$ cat src/include/atr_pkg.sv
/*
 * Package for the converter trigger and result register block.
 * Assumes an 8-bit register port on mclk, offsets as byte addresses.
 */
package atr_pkg;
    localparam logic [7:0] OFF_BUF_DIS = 8'h17;
    localparam logic [7:0] OFF_RES_LO = 8'h19;
    localparam logic [7:0] OFF_RES_HI = 8'h1a;
    localparam logic [7:0] OFF_CTRL_B = 8'h1c;
    localparam logic [7:0] OFF_CTRL_A = 8'h1d;
    localparam logic [7:0] OFF_IRQ_STAT = 8'h1e;
    localparam logic [7:0] OFF_IRQ_MASK = 8'h1f;
    localparam logic [7:0] RST_BUF_DIS = 8'h00;
    localparam logic [9:0] RST_RESULT = 10'h000;
    localparam logic [7:0] RST_CTRL = 8'h00;
    localparam int CA_EN_BIT = 7;
    localparam int CA_BUSY_BIT = 6;
    localparam int CA_ATE_BIT = 5;
    localparam int CA_DONE_BIT = 4;
    localparam int CB_LEFT_BIT = 7;
    localparam int IRQ_DONE_BIT = 0;
    localparam int IRQ_TRIG_BIT = 1;
    localparam int CMP_PIN_CNT = 2;
    typedef enum logic [2:0] {
        ATR_SRC_FREE, ATR_SRC_CMP, ATR_SRC_EXT0, ATR_SRC_T0_CMPA,
        ATR_SRC_T0_OVF, ATR_SRC_T0_CMPB, ATR_SRC_PCINT0, ATR_SRC_T0_CAP
    } atr_src_e;
endpackage

$ cat src/verilog/atr_top.sv
/*
 * Converter trigger, result and input-buffer-disable register block.
 * Assumes a register port on mclk, analog core outside, pins async.
 */
// Added by the designer: the strobed register port.
module atr_top (
    input wire logic mclk,
    input wire logic reset_n,
    input wire logic [7:0] reg_addr,
    input wire logic [7:0] reg_wdata,
    input wire logic reg_wr,
    input wire logic reg_rd,
    output logic [7:0] reg_rdata,
    input wire logic [7:1] trig_flags,
    input wire logic conv_valid,
    input wire logic [9:0] conv_data,
    input wire logic conv_busy,
    input wire logic [7:0] pin_in,
    output logic [7:0] pin_in_gated,
    output logic [7:0] buffer_off,
    output logic [1:0] cmp_buffer_off,
    output logic converter_enable,
    output logic conv_start,
    output logic irq
);
    logic [7:0] buf_q, buf_d;
    logic [7:0] ca_q, ca_d;
    logic [7:0] cb_q, cb_d;
    logic [1:0] stat_q, stat_d;
    logic [1:0] mask_q, mask_d;
    logic [7:0] rdata_q, rdata_d;
    logic [7:0] pin_s1_q, pin_s2_q, gated_q;
    logic [15:0] result_word;
    logic [7:0] src_flags;
    logic updated, trig_start, rd_lo, rd_hi;

    function automatic logic hit(input logic [7:0] a, input logic [7:0] o);
        hit = (a == o);
    endfunction

    assign rd_lo = reg_rd && hit(reg_addr, atr_pkg::OFF_RES_LO);
    assign rd_hi = reg_rd && hit(reg_addr, atr_pkg::OFF_RES_HI);
    assign src_flags = {trig_flags, ca_q[atr_pkg::CA_DONE_BIT]};
    assign converter_enable = ca_q[atr_pkg::CA_EN_BIT];

    atr_trig_sel u_trig (
        .mclk(mclk),
        .reset_n(reset_n),
        .auto_trigger_en(ca_q[atr_pkg::CA_ATE_BIT]),
        .converter_enable(ca_q[atr_pkg::CA_EN_BIT]),
        .trigger_source_sel(cb_q[2:0]),
        .src_flags(src_flags),
        .trig_start(trig_start)
    );

    atr_result u_res (
        .mclk(mclk),
        .reset_n(reset_n),
        .conv_valid(conv_valid),
        .conv_data(conv_data),
        .rd_lo(rd_lo),
        .rd_hi(rd_hi),
        .left_adjust_sel(cb_q[atr_pkg::CB_LEFT_BIT]),
        .result_word(result_word),
        .updated(updated)
    );

    // Register writes, flags with set winning over clear
    always_comb begin
        buf_d = buf_q;
        ca_d = ca_q;
        cb_d = cb_q;
        stat_d = stat_q;
        mask_d = mask_q;
        conv_start = 1'b0;
        if (reg_wr) begin
            unique case (reg_addr)
                atr_pkg::OFF_BUF_DIS: buf_d = reg_wdata;
                atr_pkg::OFF_CTRL_A: begin
                    ca_d = {reg_wdata[7], 1'b0, reg_wdata[5], ca_q[4],
                        reg_wdata[3:0]};
                    if (reg_wdata[atr_pkg::CA_DONE_BIT]) begin
                        ca_d[atr_pkg::CA_DONE_BIT] = 1'b0;
                    end
                    conv_start = reg_wdata[atr_pkg::CA_BUSY_BIT]
                        && reg_wdata[atr_pkg::CA_EN_BIT];
                end
                atr_pkg::OFF_CTRL_B: cb_d = {reg_wdata[7], 4'h0,
                    reg_wdata[2:0]};
                atr_pkg::OFF_IRQ_STAT: stat_d = stat_q & ~reg_wdata[1:0];
                atr_pkg::OFF_IRQ_MASK: mask_d = reg_wdata[1:0];
                default: ;
            endcase
        end
        if (trig_start) begin
            conv_start = 1'b1;
            stat_d[atr_pkg::IRQ_TRIG_BIT] = 1'b1;
        end
        if (updated) begin
            ca_d[atr_pkg::CA_DONE_BIT] = 1'b1;
            stat_d[atr_pkg::IRQ_DONE_BIT] = 1'b1;
        end
        ca_d[atr_pkg::CA_BUSY_BIT] = conv_busy;
    end

    // Read data, one cycle after the strobe
    always_comb begin
        rdata_d = 8'h00;
        if (reg_rd) begin
            unique case (reg_addr)
                atr_pkg::OFF_BUF_DIS: rdata_d = buf_q;
                atr_pkg::OFF_RES_LO: rdata_d = result_word[7:0];
                atr_pkg::OFF_RES_HI: rdata_d = result_word[15:8];
                atr_pkg::OFF_CTRL_A: rdata_d = ca_q;
                atr_pkg::OFF_CTRL_B: rdata_d = cb_q;
                atr_pkg::OFF_IRQ_STAT: rdata_d = {6'h00, stat_q};
                atr_pkg::OFF_IRQ_MASK: rdata_d = {6'h00, mask_q};
                default: rdata_d = 8'h00;
            endcase
        end
    end

    assign reg_rdata = rdata_q;
    assign irq = |(stat_q & mask_q);
    assign buffer_off = buf_q;
    assign cmp_buffer_off = buf_q[atr_pkg::CMP_PIN_CNT-1:0];
    assign pin_in_gated = gated_q;

    always_ff @(posedge mclk or negedge reset_n) begin
        if (!reset_n) begin
            buf_q <= atr_pkg::RST_BUF_DIS;
            ca_q <= atr_pkg::RST_CTRL;
            cb_q <= atr_pkg::RST_CTRL;
            stat_q <= 2'h0;
            mask_q <= 2'h0;
            rdata_q <= 8'h00;
        end else begin
            buf_q <= buf_d;
            ca_q <= ca_d;
            cb_q <= cb_d;
            stat_q <= stat_d;
            mask_q <= mask_d;
            rdata_q <= rdata_d;
        end
    end

    // Pin sync then gating by disable bits
    always_ff @(posedge mclk or negedge reset_n) begin
        if (!reset_n) begin
            pin_s1_q <= 8'h00;
            pin_s2_q <= 8'h00;
            gated_q <= 8'h00;
        end else begin
            pin_s1_q <= pin_in;
            pin_s2_q <= pin_s1_q;
            gated_q <= pin_s2_q & ~buf_q;
        end
    end
endmodule

$ cat src/verilog/atr_trig_sel.sv
/*
 * Auto-trigger source selector and edge detector.
 * Assumes flags are synchronous to mclk.
 */
module atr_trig_sel (
    input wire logic mclk,
    input wire logic reset_n,
    input wire logic auto_trigger_en,
    input wire logic converter_enable,
    input wire logic [2:0] trigger_source_sel,
    input wire logic [7:0] src_flags,
    output logic trig_start
);
    logic sel_q, sel_d;
    logic [2:0] src_q, src_d;
    logic cur;

    always_comb begin
        cur = src_flags[trigger_source_sel];
        src_d = trigger_source_sel;
        sel_d = cur;
        trig_start = 1'b0;
        // Edge of the selected flag, including switching sources
        if (auto_trigger_en && converter_enable && cur && !sel_q) begin
            trig_start = 1'b1;
        end
        // Entering free running never makes an edge
        if (trigger_source_sel == 3'(atr_pkg::ATR_SRC_FREE)
                && src_q != 3'(atr_pkg::ATR_SRC_FREE)) begin
            trig_start = 1'b0;
        end
    end

    always_ff @(posedge mclk or negedge reset_n) begin
        if (!reset_n) begin
            sel_q <= 1'b0;
            src_q <= 3'h0;
        end else begin
            sel_q <= sel_d;
            src_q <= src_d;
        end
    end
endmodule

$ cat src/verilog/atr_result.sv
/*
 * Conversion result holder with low-byte lock and adjust formatting.
 * Assumes conv_valid is a one-cycle pulse on mclk.
 */
module atr_result (
    input wire logic mclk,
    input wire logic reset_n,
    input wire logic conv_valid,
    input wire logic [9:0] conv_data,
    input wire logic rd_lo,
    input wire logic rd_hi,
    input wire logic left_adjust_sel,
    output logic [15:0] result_word,
    output logic updated
);
    logic [9:0] res_q, res_d;
    logic lock_q, lock_d;

    always_comb begin
        res_d = res_q;
        lock_d = lock_q;
        updated = 1'b0;
        if (rd_hi) begin
            lock_d = 1'b0;
        end
        if (rd_lo) begin
            lock_d = 1'b1;
        end
        if (conv_valid && !lock_q) begin
            res_d = conv_data;
            updated = 1'b1;
        end
    end

    // Formatting is live so adjust changes show at once
    always_comb begin
        if (left_adjust_sel) begin
            result_word = {res_q, 6'h00};
        end else begin
            result_word = {6'h00, res_q};
        end
    end

    always_ff @(posedge mclk or negedge reset_n) begin
        if (!reset_n) begin
            res_q <= atr_pkg::RST_RESULT;
            lock_q <= 1'b0;
        end else begin
            res_q <= res_d;
            lock_q <= lock_d;
        end
    end
endmodule

$ cat config.mk
export PLATFORM = sky130hd
export DESIGN_NAME = atr_top
export DESIGN_NICKNAME = d
export VERILOG_FILES = /design/src/include/atr_pkg.sv /design/src/verilog/atr_top.sv /design/src/verilog/atr_trig_sel.sv /design/src/verilog/atr_result.sv
export SDC_FILE = /design/constraint.sdc
export NUM_CORES = 1
export LEC_CHECK = 0
export BUFFER_PORTS_ARGS = -buffer_cell sky130_fd_sc_hd__buf_2
export CAP_MARGIN = 20
export CORE_UTILIZATION = 49
export CTS_BUF_LIST = sky130_fd_sc_hd__clkbuf_4
export CTS_CLUSTER_SIZE = 14
export DETAILED_ROUTE_END_ITERATION = 12
export GPL_TIMING_DRIVEN = 0
export PLACE_DENSITY = 0.77
export RECOVER_POWER = 50
export SYNTH_ARGS = -nofsm -noshare
export SYNTH_HDL_FRONTEND = slang
export SYNTH_SLANG_ARGS = --single-unit
$ cat constraint.sdc
create_clock -name mclk -period 1.6 [get_ports mclk]
set_input_delay 0.16 -clock mclk [delete_from_list [all_inputs] [get_ports mclk]]
set_output_delay 0.16 -clock mclk [all_outputs]
set_load 0.02 [all_outputs]
After elaboration in Yosys (flattened, before gate mapping)
Index checks and enable logic that the tools add are counted.

operators by class
  shift operators = 0
  equality and inequality tests = 7
  reduce and logical (&&, ||, !) cells = 27
  bitwise gates (word level) = 5
  $mul = 0
  muxes and demuxes = 21
  add/sub/neg operators = 0
  magnitude comparators = 1
  divide/modulo/power cells = 0

operators with widths
  kind                                                                          number
  8-bit by 5-bit equality test with 1-bit output, second input constant         7
  8-bit one-hot mux with 7 select lines                                         1
  16-bit 2-to-1 mux                                                             1
  2-bit nonzero test                                                            7
  1-bit 2-to-1 mux                                                              13
  2-bit AND reduction                                                           6
  5-bit 2-to-1 mux                                                              2
  8-bit bitwise AND                                                             1
  1-bit logical AND                                                             8
  8-bit 2-to-1 mux                                                              1
  8-bit inverter                                                                1
  2-bit bitwise AND                                                             2
  3-bit by 4-bit less-than comparator with 1-bit output, second input constant  1
  2-bit 2-to-1 mux                                                              2
  1-bit binary-select mux with 3-bit select                                     1
  3-bit zero test                                                               1
  3-bit AND reduction                                                           1
  3-bit nonzero test                                                            1
  1-bit zero test                                                               2
  2-bit inverter                                                                1
  2-bit OR reduction                                                            1

storage, ports and cells
  bits in read-only memories = 0
  memories kept = 0
  register bits after elaboration = 71
  bits in latches = 0
  word-level logic and storage cells = 77
  input port bits = 47
  bits in writable memories = 0

Logic depth before layout (Yosys ltp)
Gate-level depths: netlist of the first run.

  depth in word-level cells = 8
  mapped depth = 6
  gate-level depth less buffers = 4

Hierarchy
From an unflattened synthesis of the first run, not the netlist that was laid out.

unflattened totals
  cell total of the unflattened synthesis = 223
  area total of the unflattened synthesis = 3,093.0 um2

by module, submodules not included
  module        cells an instance  times used  sequential area each (um2)  area each (um2)
  atr_top       162                1           1,401.3                     2,283.4
  atr_result    43                 1           275.3                       598.1
  atr_trig_sel  18                 1           100.1                       211.5

Least setup slack after synthesis of the first run
Ideal clock, no wire load.

  path kind = register to output
  start point = register cb_q[0]
  end point = output conv_start
  arrival time = 1,579 ps
  cell stages (with the launch flop) = 5
  slack = -139 ps
  path buffers = 0
  cell sequence = dfrtp_1 mux4_2 mux2i_1 or4_1 o21ai_0

on the way
  word-level cells in the longest chain between the ends = 7
  elaborated cells between the ends (all ways) = 9
  classes of those cells = mux (5); reduce/logical (4)

RTL lines
  what                                       line                RTL
  start: declaration                         atr_top.sv:28       logic [7:0] cb_q, cb_d;
  start signal: assignment                   atr_top.sv:133      cb_q <= atr_pkg::RST_CTRL;
  1-bit binary-select mux with 3-bit select  atr_trig_sel.sv:19  cur = src_flags[trigger_source_sel];
  1-bit 2-to-1 mux (not written as such)     atr_trig_sel.sv:19
  1-bit logical AND (2 in a row)             atr_trig_sel.sv:24  if (auto_trigger_en && converter_enable && cur && !sel_q) begin
  1-bit 2-to-1 mux                           atr_trig_sel.sv:24
  1-bit 2-to-1 mux *                         atr_trig_sel.sv:28  if (trigger_source_sel == 3'(atr_pkg::ATR_SRC_FREE)
  1-bit 2-to-1 mux *                         atr_top.sv:95       if (trig_start) begin
  end: declaration                           atr_top.sv:23       output logic conv_start,

Mark *: on every way between the ends. The rest lies on a longest branch, timed or not. The select of a mux whose other input is x is not followed.

Worst setup path in the final report of the first run
Same ends and word-level chain as after synthesis.

==> results of run 1 <==
==> sequential cells by signal, indices dropped and copies added (netlist names), 2 cells and up <==
signal and cells:
pin_s2_q 8, cb_q 4, buffer_off 8, pin_in_gated 8
ca_q 8, u_trig.src_q 3, mask_q 2, reg_rdata 8
u_res.res_q 10, pin_s1_q 8, stat_q 2
==> cell usage in the layout (no fill, tap or decap), types with 3 or more instances in the layout <==
master / Yosys / routed
nand2_1: 12 / 12
a21oi_1: 9 / 9
nor2_1: 4 / 4
buf_4: 3 / 7
nand4_1: 4 / 4
clkbuf_1: 9 / 7
or3b_2: 3 / 3
mux2_2: 24 / 24
a31oi_1: 5 / 5
dlygate4sd3_1: 0 / 24
dfrtp_1: 71 / 69
mux4_2: 3 / 3
and2_1: 4 / 4
nand3b_1: 4 / 4
nor2b_1: 16 / 16
inv_1: 3 / 3
o21ai_0: 10 / 9
clkbuf_4: 0 / 10
buf_2: 1 / 73
nand3_1: 7 / 7
mux2_4: 6 / 6
==> synth_stat cells (4+ instances only) <==
library cell  count  area share, %
dfrtp_1          71             59
mux2_2           24            9.0
nor2b_1          16            3.3
nand2_1          12            1.5
o21ai_0          10            1.7
a21oi_1           9            1.5
clkbuf_1          9            1.1
nand3_1           7            1.2
mux2_4            6            3.0
a31oi_1           5            1.0
and2_1            4           0.83
nand3b_1          4            1.0
nand4_1           4           0.83
nor2_1            4           0.50
==> path summary, 6_finish.rpt <==
kind	slack, ps	cells after the start	endpoint
setup / recovery	-500	5	conv_start
hold / removal	20	2	ca_q[2]
setup reg to reg	60	5	reg_rdata[2]
hold reg to reg	360	0	pin_s2_q[2]
max in group asynchronous	540	2	cb_q[0]
min in group asynchronous	420	2	pin_in_gated[5]
==> final cells by class <==
type	instances	area (µm²)
timing repair buffer	102	649
multi-input combinational	145	1180
clock inverter	7	71.3
tap	75	93.8
buffer	13	62.6
sequential	71	1780
fill	435	2000
clock buffer	9	67.6
inverter	3	11.3
==> critical path, cell delays in order (launching register included) <==
cell and delay, ps:
dfrtp_2 450, mux4_2 350, mux2i_2 70, or4_4 450, o21ai_4 80, buf_6 130
==> stage by stage <==
stage               hold slack, ps  instances  setup WS, ps
CTS                           7.89        422          -521
global route                  15.4        425          -561
floorplan                     -136        233          75.0
global placement               268        382          -233
finish                        15.0        425          -501
detailed placement             269        382          -264
==> logic make-up after synthesis <==
| logic type | share of synthesized area [%] |
|---|---|
| flip-flops | 59.0 |
| multiplexers | 16.0 |
| AND/OR/NAND/NOR | 15.0 |
| AO/OA/AOI/OAI | 7.52 |
| buffers and inverters | 2.53 |
==> per-layer routing <==
layer / GRT usage, % / part of all wire (%) / vias up
met1: 28.9 / 43 / 1137
li1: - / - / 1066
met2: 36.3 / 49 / 92
met4: 10.4 / 1.9 / 0
met5: 0 / 0 / -
met3: 4.43 / 6.0 / 15
==> power groups by stage <==
stage               clock, W  combinational [W]  sequential (W)
floorplan                  0           0.000179         0.00198
finish               0.00115           0.000418         0.00194
detailed placement         0           0.000366         0.00198
global route         0.00123           0.000458         0.00195
global placement           0           0.000357         0.00197
CTS                  0.00116           0.000412         0.00194
==> what timing repair did <==
| item | 4_1_cts | 5_1_grt |
|---|---|---|
| resized for setup | 5 | 2 |
| setup buffers | 1 | 3 |
| hold buffers | 24 | 0 |
| hold endpoints to repair | 96 | 0 |
| endpoints found under the setup margin | 16 | 4 |
==> impl_metrics.ini, run 1 <==
[synth]
ys_warn_count = 0
synth_edf_count = 0
synth_nets = 280
synth_cells = 233
synth-seq-cells = 71
syn_avg_cell_area_um2 = 12.9
synth.distinct_cells = 43
synth_area_um2 = 3010
synth_ff_type = dfrtp_1
async_reset_ff_share_pct = 100
synth_seq_area_share_pct = 59.0

[setup_path]
reg2reg_from = cb_q[7]
crit_type = flip-flop to output port
end_kind = output port
cp.arrival_ps = 1940
crit_path_max_fanout = 3
cp-startpoint = cb_q[0]
startpoint_type = flip-flop
critPathRequiredTime_ps = 1440

[layout]
design_area_um2 = 3920
drive_gt1_share_pct = 41.1
nets = 392
utilization_pct = 66.2
diodes = 0
syn_to_final_growth_pct = 30.1

[routing]
drc = 0
initialDrtViolationCount = 118
dr_total_vias = 2310
ant_nets = 0
wl_per_cell_um = 15.8
vias_per_cell = 5.44
first_pass_iters = 6
wl_mm = 6.73

[run_status]
status = complete, but fails checks
violations = negative setup slack

[min_path]
hold_start = reg_wdata[2]
hold_path_class = input port to flip-flop

[power_and_ir_drop]
internal_power_w = 0.00258
switchingPower_w = 0.000937
pwr-share-seq_pct = 55.3
power.leakage_nw = 1.86
power.share.clock_pct = 32.8
swShare_pct = 26.7
combPwrFrac_pct = 11.9
power.density_nw_per_um2 = 897
power_w = 0.00351
ir_drop_uv = 638

[timing]
skew_ps = 21.9
relSlewSlack_pct = 39.4
final-hold-violation-count = 0
fin_crit_ps = 2100
slew_violations = 0
setup_tns_ps = -501
rsz0062_at_grt = yes
worst_pin_slew_ps = 909
setup_viol_count_final = 1
worst_slack_ps = -501
final.period_utilization_pct = 131
fmax_mhz = 476

[grt]
gr-total-overflow = 0
first_global_vias = 2209
grt_pass1_wl_mm = 10.6
antenna_found_initial = 0
grt_usage_pct = 22.4
grt_max_degree = 72

[die]
rows = 28
initial_core_util_pct = 50.9
pin_count = 76
die_height_um = 80.4
die_x_um = 80.4
dieArea_um2 = 6460
core_um2 = 5920

[clock_network]
clock-sinks = 71
numCtsBuffers = 9
clk_pin_slew_ps = 110
htreeDepth = 3
clockBufferDepth = 2
root_buffer = clkbuf_4
cts_tree = built
clk_latency_ps = 420

[placed_design]
placed_area_um2 = 3490
place_congestion = 0.856
hpwl_mm = 4.60
port_buffers = 74

[job]
maxCapViolCount = 0
Note: power is estimated with default switching activity, not from simulation.
==> run 2: changes to the inputs <==
Settings changed: PLACE_DENSITY 0.77 to not set, PLACE_DENSITY_LB_ADDON set to 0.08.
==> run 2 against run 1 <==
Compared with the run above:
- the run still ends with negative setup slack left
- utilization decreased by 0.25 points
- total power decreased by 5.1%
- final cell count increased by 0.24%
- maximum frequency about the same
- clock power decreased by 15%
- global-route usage increased by 0.34 points
- hold slack improved by 10 ps
- non-clock buffer count increased by 1
- clock skew decreased by 13 ps
- first-iteration DRC count increased by 5.1%
- largest cell class unchanged
- largest power group unchanged
==> impl_metrics.ini, run 2 (synthesis results as in run 1) <==
[die]
initial_core_util_pct = 50.9
dieArea_um2 = 6460
core_um2 = 5920
rows = 28
die_height_um = 80.4
pin_count = 76
die_x_um = 80.4

[routing]
first_pass_iters = 4
vias_per_cell = 5.33
dr_total_vias = 2270
wl_mm = 6.60
drc = 0
initialDrtViolationCount = 124
ant_nets = 0
wl_per_cell_um = 15.5

[timing]
final-hold-violation-count = 0
fin_crit_ps = 2100
slew_violations = 0
worst_pin_slew_ps = 913
fmax_mhz = 476
whs_ps = 25.2
rsz0062_at_grt = yes
worst_slack_ps = -502
setup_tns_ps = -502
setup_viol_count_final = 1
skew_ps = 9.15
final.period_utilization_pct = 131
relSlewSlack_pct = 39.1

[layout]
regMostFlops = u_res.res_q
nets = 393
largest_register_ffs = 10
drive_gt1_share_pct = 41.3
final_cell_mix = buf_2, dfrtp_1, dlygate4sd3_1
layout_commonest_cell = buf_2
syn_to_final_growth_pct = 29.6
diodes = 0

[power_and_ir_drop]
power.leakage_nw = 1.85
ir_drop_uv = 699
power.share.clock_pct = 29.3
internal_power_w = 0.00242
pwr-share-seq_pct = 58.2
switchingPower_w = 0.000918
power.density_nw_per_um2 = 854
swShare_pct = 27.5
combPwrFrac_pct = 12.5

[clock_network]
root_buffer = clkbuf_4
clk_latency_ps = 420
clockBufferDepth = 2
htreeDepth = 3
clock-sinks = 71
clk_pin_slew_ps = 110
numCtsBuffers = 9
cts_tree = built

[placed_design]
place_congestion = 0.843
post-place-ws_ps = -308
port_buffers = 74
hpwl_mm = 4.51

[job]
maxCapViolCount = 0

[run_status]
violations = negative setup slack
status = complete, but fails checks

[setup_path]
reg2reg_from = cb_q[0]
crit_type = flip-flop to output port
critPathRequiredTime_ps = 1440
end_kind = output port
crit_path_max_fanout = 3
cp-startpoint = cb_q[0]
startpoint_type = flip-flop
cp.arrival_ps = 1940

[grt]
first_global_vias = 2123
gr-total-overflow = 0
grt_usage_pct = 22.7
antenna_found_initial = 0
grt_pass1_wl_mm = 10.6
grt_max_degree = 72

[min_path]
hold_path_class = input port to flip-flop
hold_start = reg_wdata[7]
==> run 2: repair_timing <==
action,CTS,global route
setup endpoints to repair,16,4
buffers inserted,1,3
resized for setup,6,1
endpoints found under the hold margin,99,0
hold buffers,25,0
==> run 2: worst max-delay path, stage by stage (launching register included) <==
cell     delay [ps]
dfrtp_2         450
mux4_2          350
mux2i_2          80
or4_4           450
o21ai_4          80
buf_6           130
==> run 2: worst paths after layout <==
check,endpoint,slack [ps],depth (start not counted)
worst max-delay path,conv_start,-500,5
worst min-delay path,ca_q[7],30,2
worst max register to register,stat_q[1],110,4
worst min register to register,pin_s2_q[3],360,0
max in group asynchronous,cb_q[0],520,2
min in group asynchronous,pin_s2_q[5],440,2
==> run 2: layout make-up <==
cell class	count	area, µm²
Fill cell	493	2020
Multi-Input combinational cell	145	1180
Inverter	3	11.3
Buffer	13	62.6
Clock buffer	9	67.6
Timing Repair Buffer	103	657
Sequential cell	71	1780
Tap cell	75	93.8
Clock inverter	7	48.8
==> run 2: through the flow <==
step	instances	util [%]	area, µm²	power, W
after floorplan	233	-	3030	0.00216
after global placement	382	59.0	3490	0.00233
after detailed placement	382	59.0	3490	0.00234
after CTS	423	65.6	3880	0.00336
after global routing	426	65.9	3900	0.00350
final	426	65.9	3900	0.00333
==> run 2: layer usage <==
layer / share of wire (%) / GRT usage, % / vias to the layer above
met5: 0 / 0 / -
met4: 1.9 / 8.93 / 0
met3: 6.0 / 5.91 / 13
met2: 47 / 34.7 / 77
met1: 45 / 30.9 / 1117
li1: - / - / 1063
==> run 2: power groups by stage <==
stage	sequential (W)	clock [W]	combinational, W
CTS	0.00194	0.00101	0.000414
floorplan	0.00198	0	0.000179
global route	0.00195	0.00109	0.000459
detailed placement	0.00198	0	0.000364
global placement	0.00197	0	0.000359
finish	0.00194	0.000975	0.000417
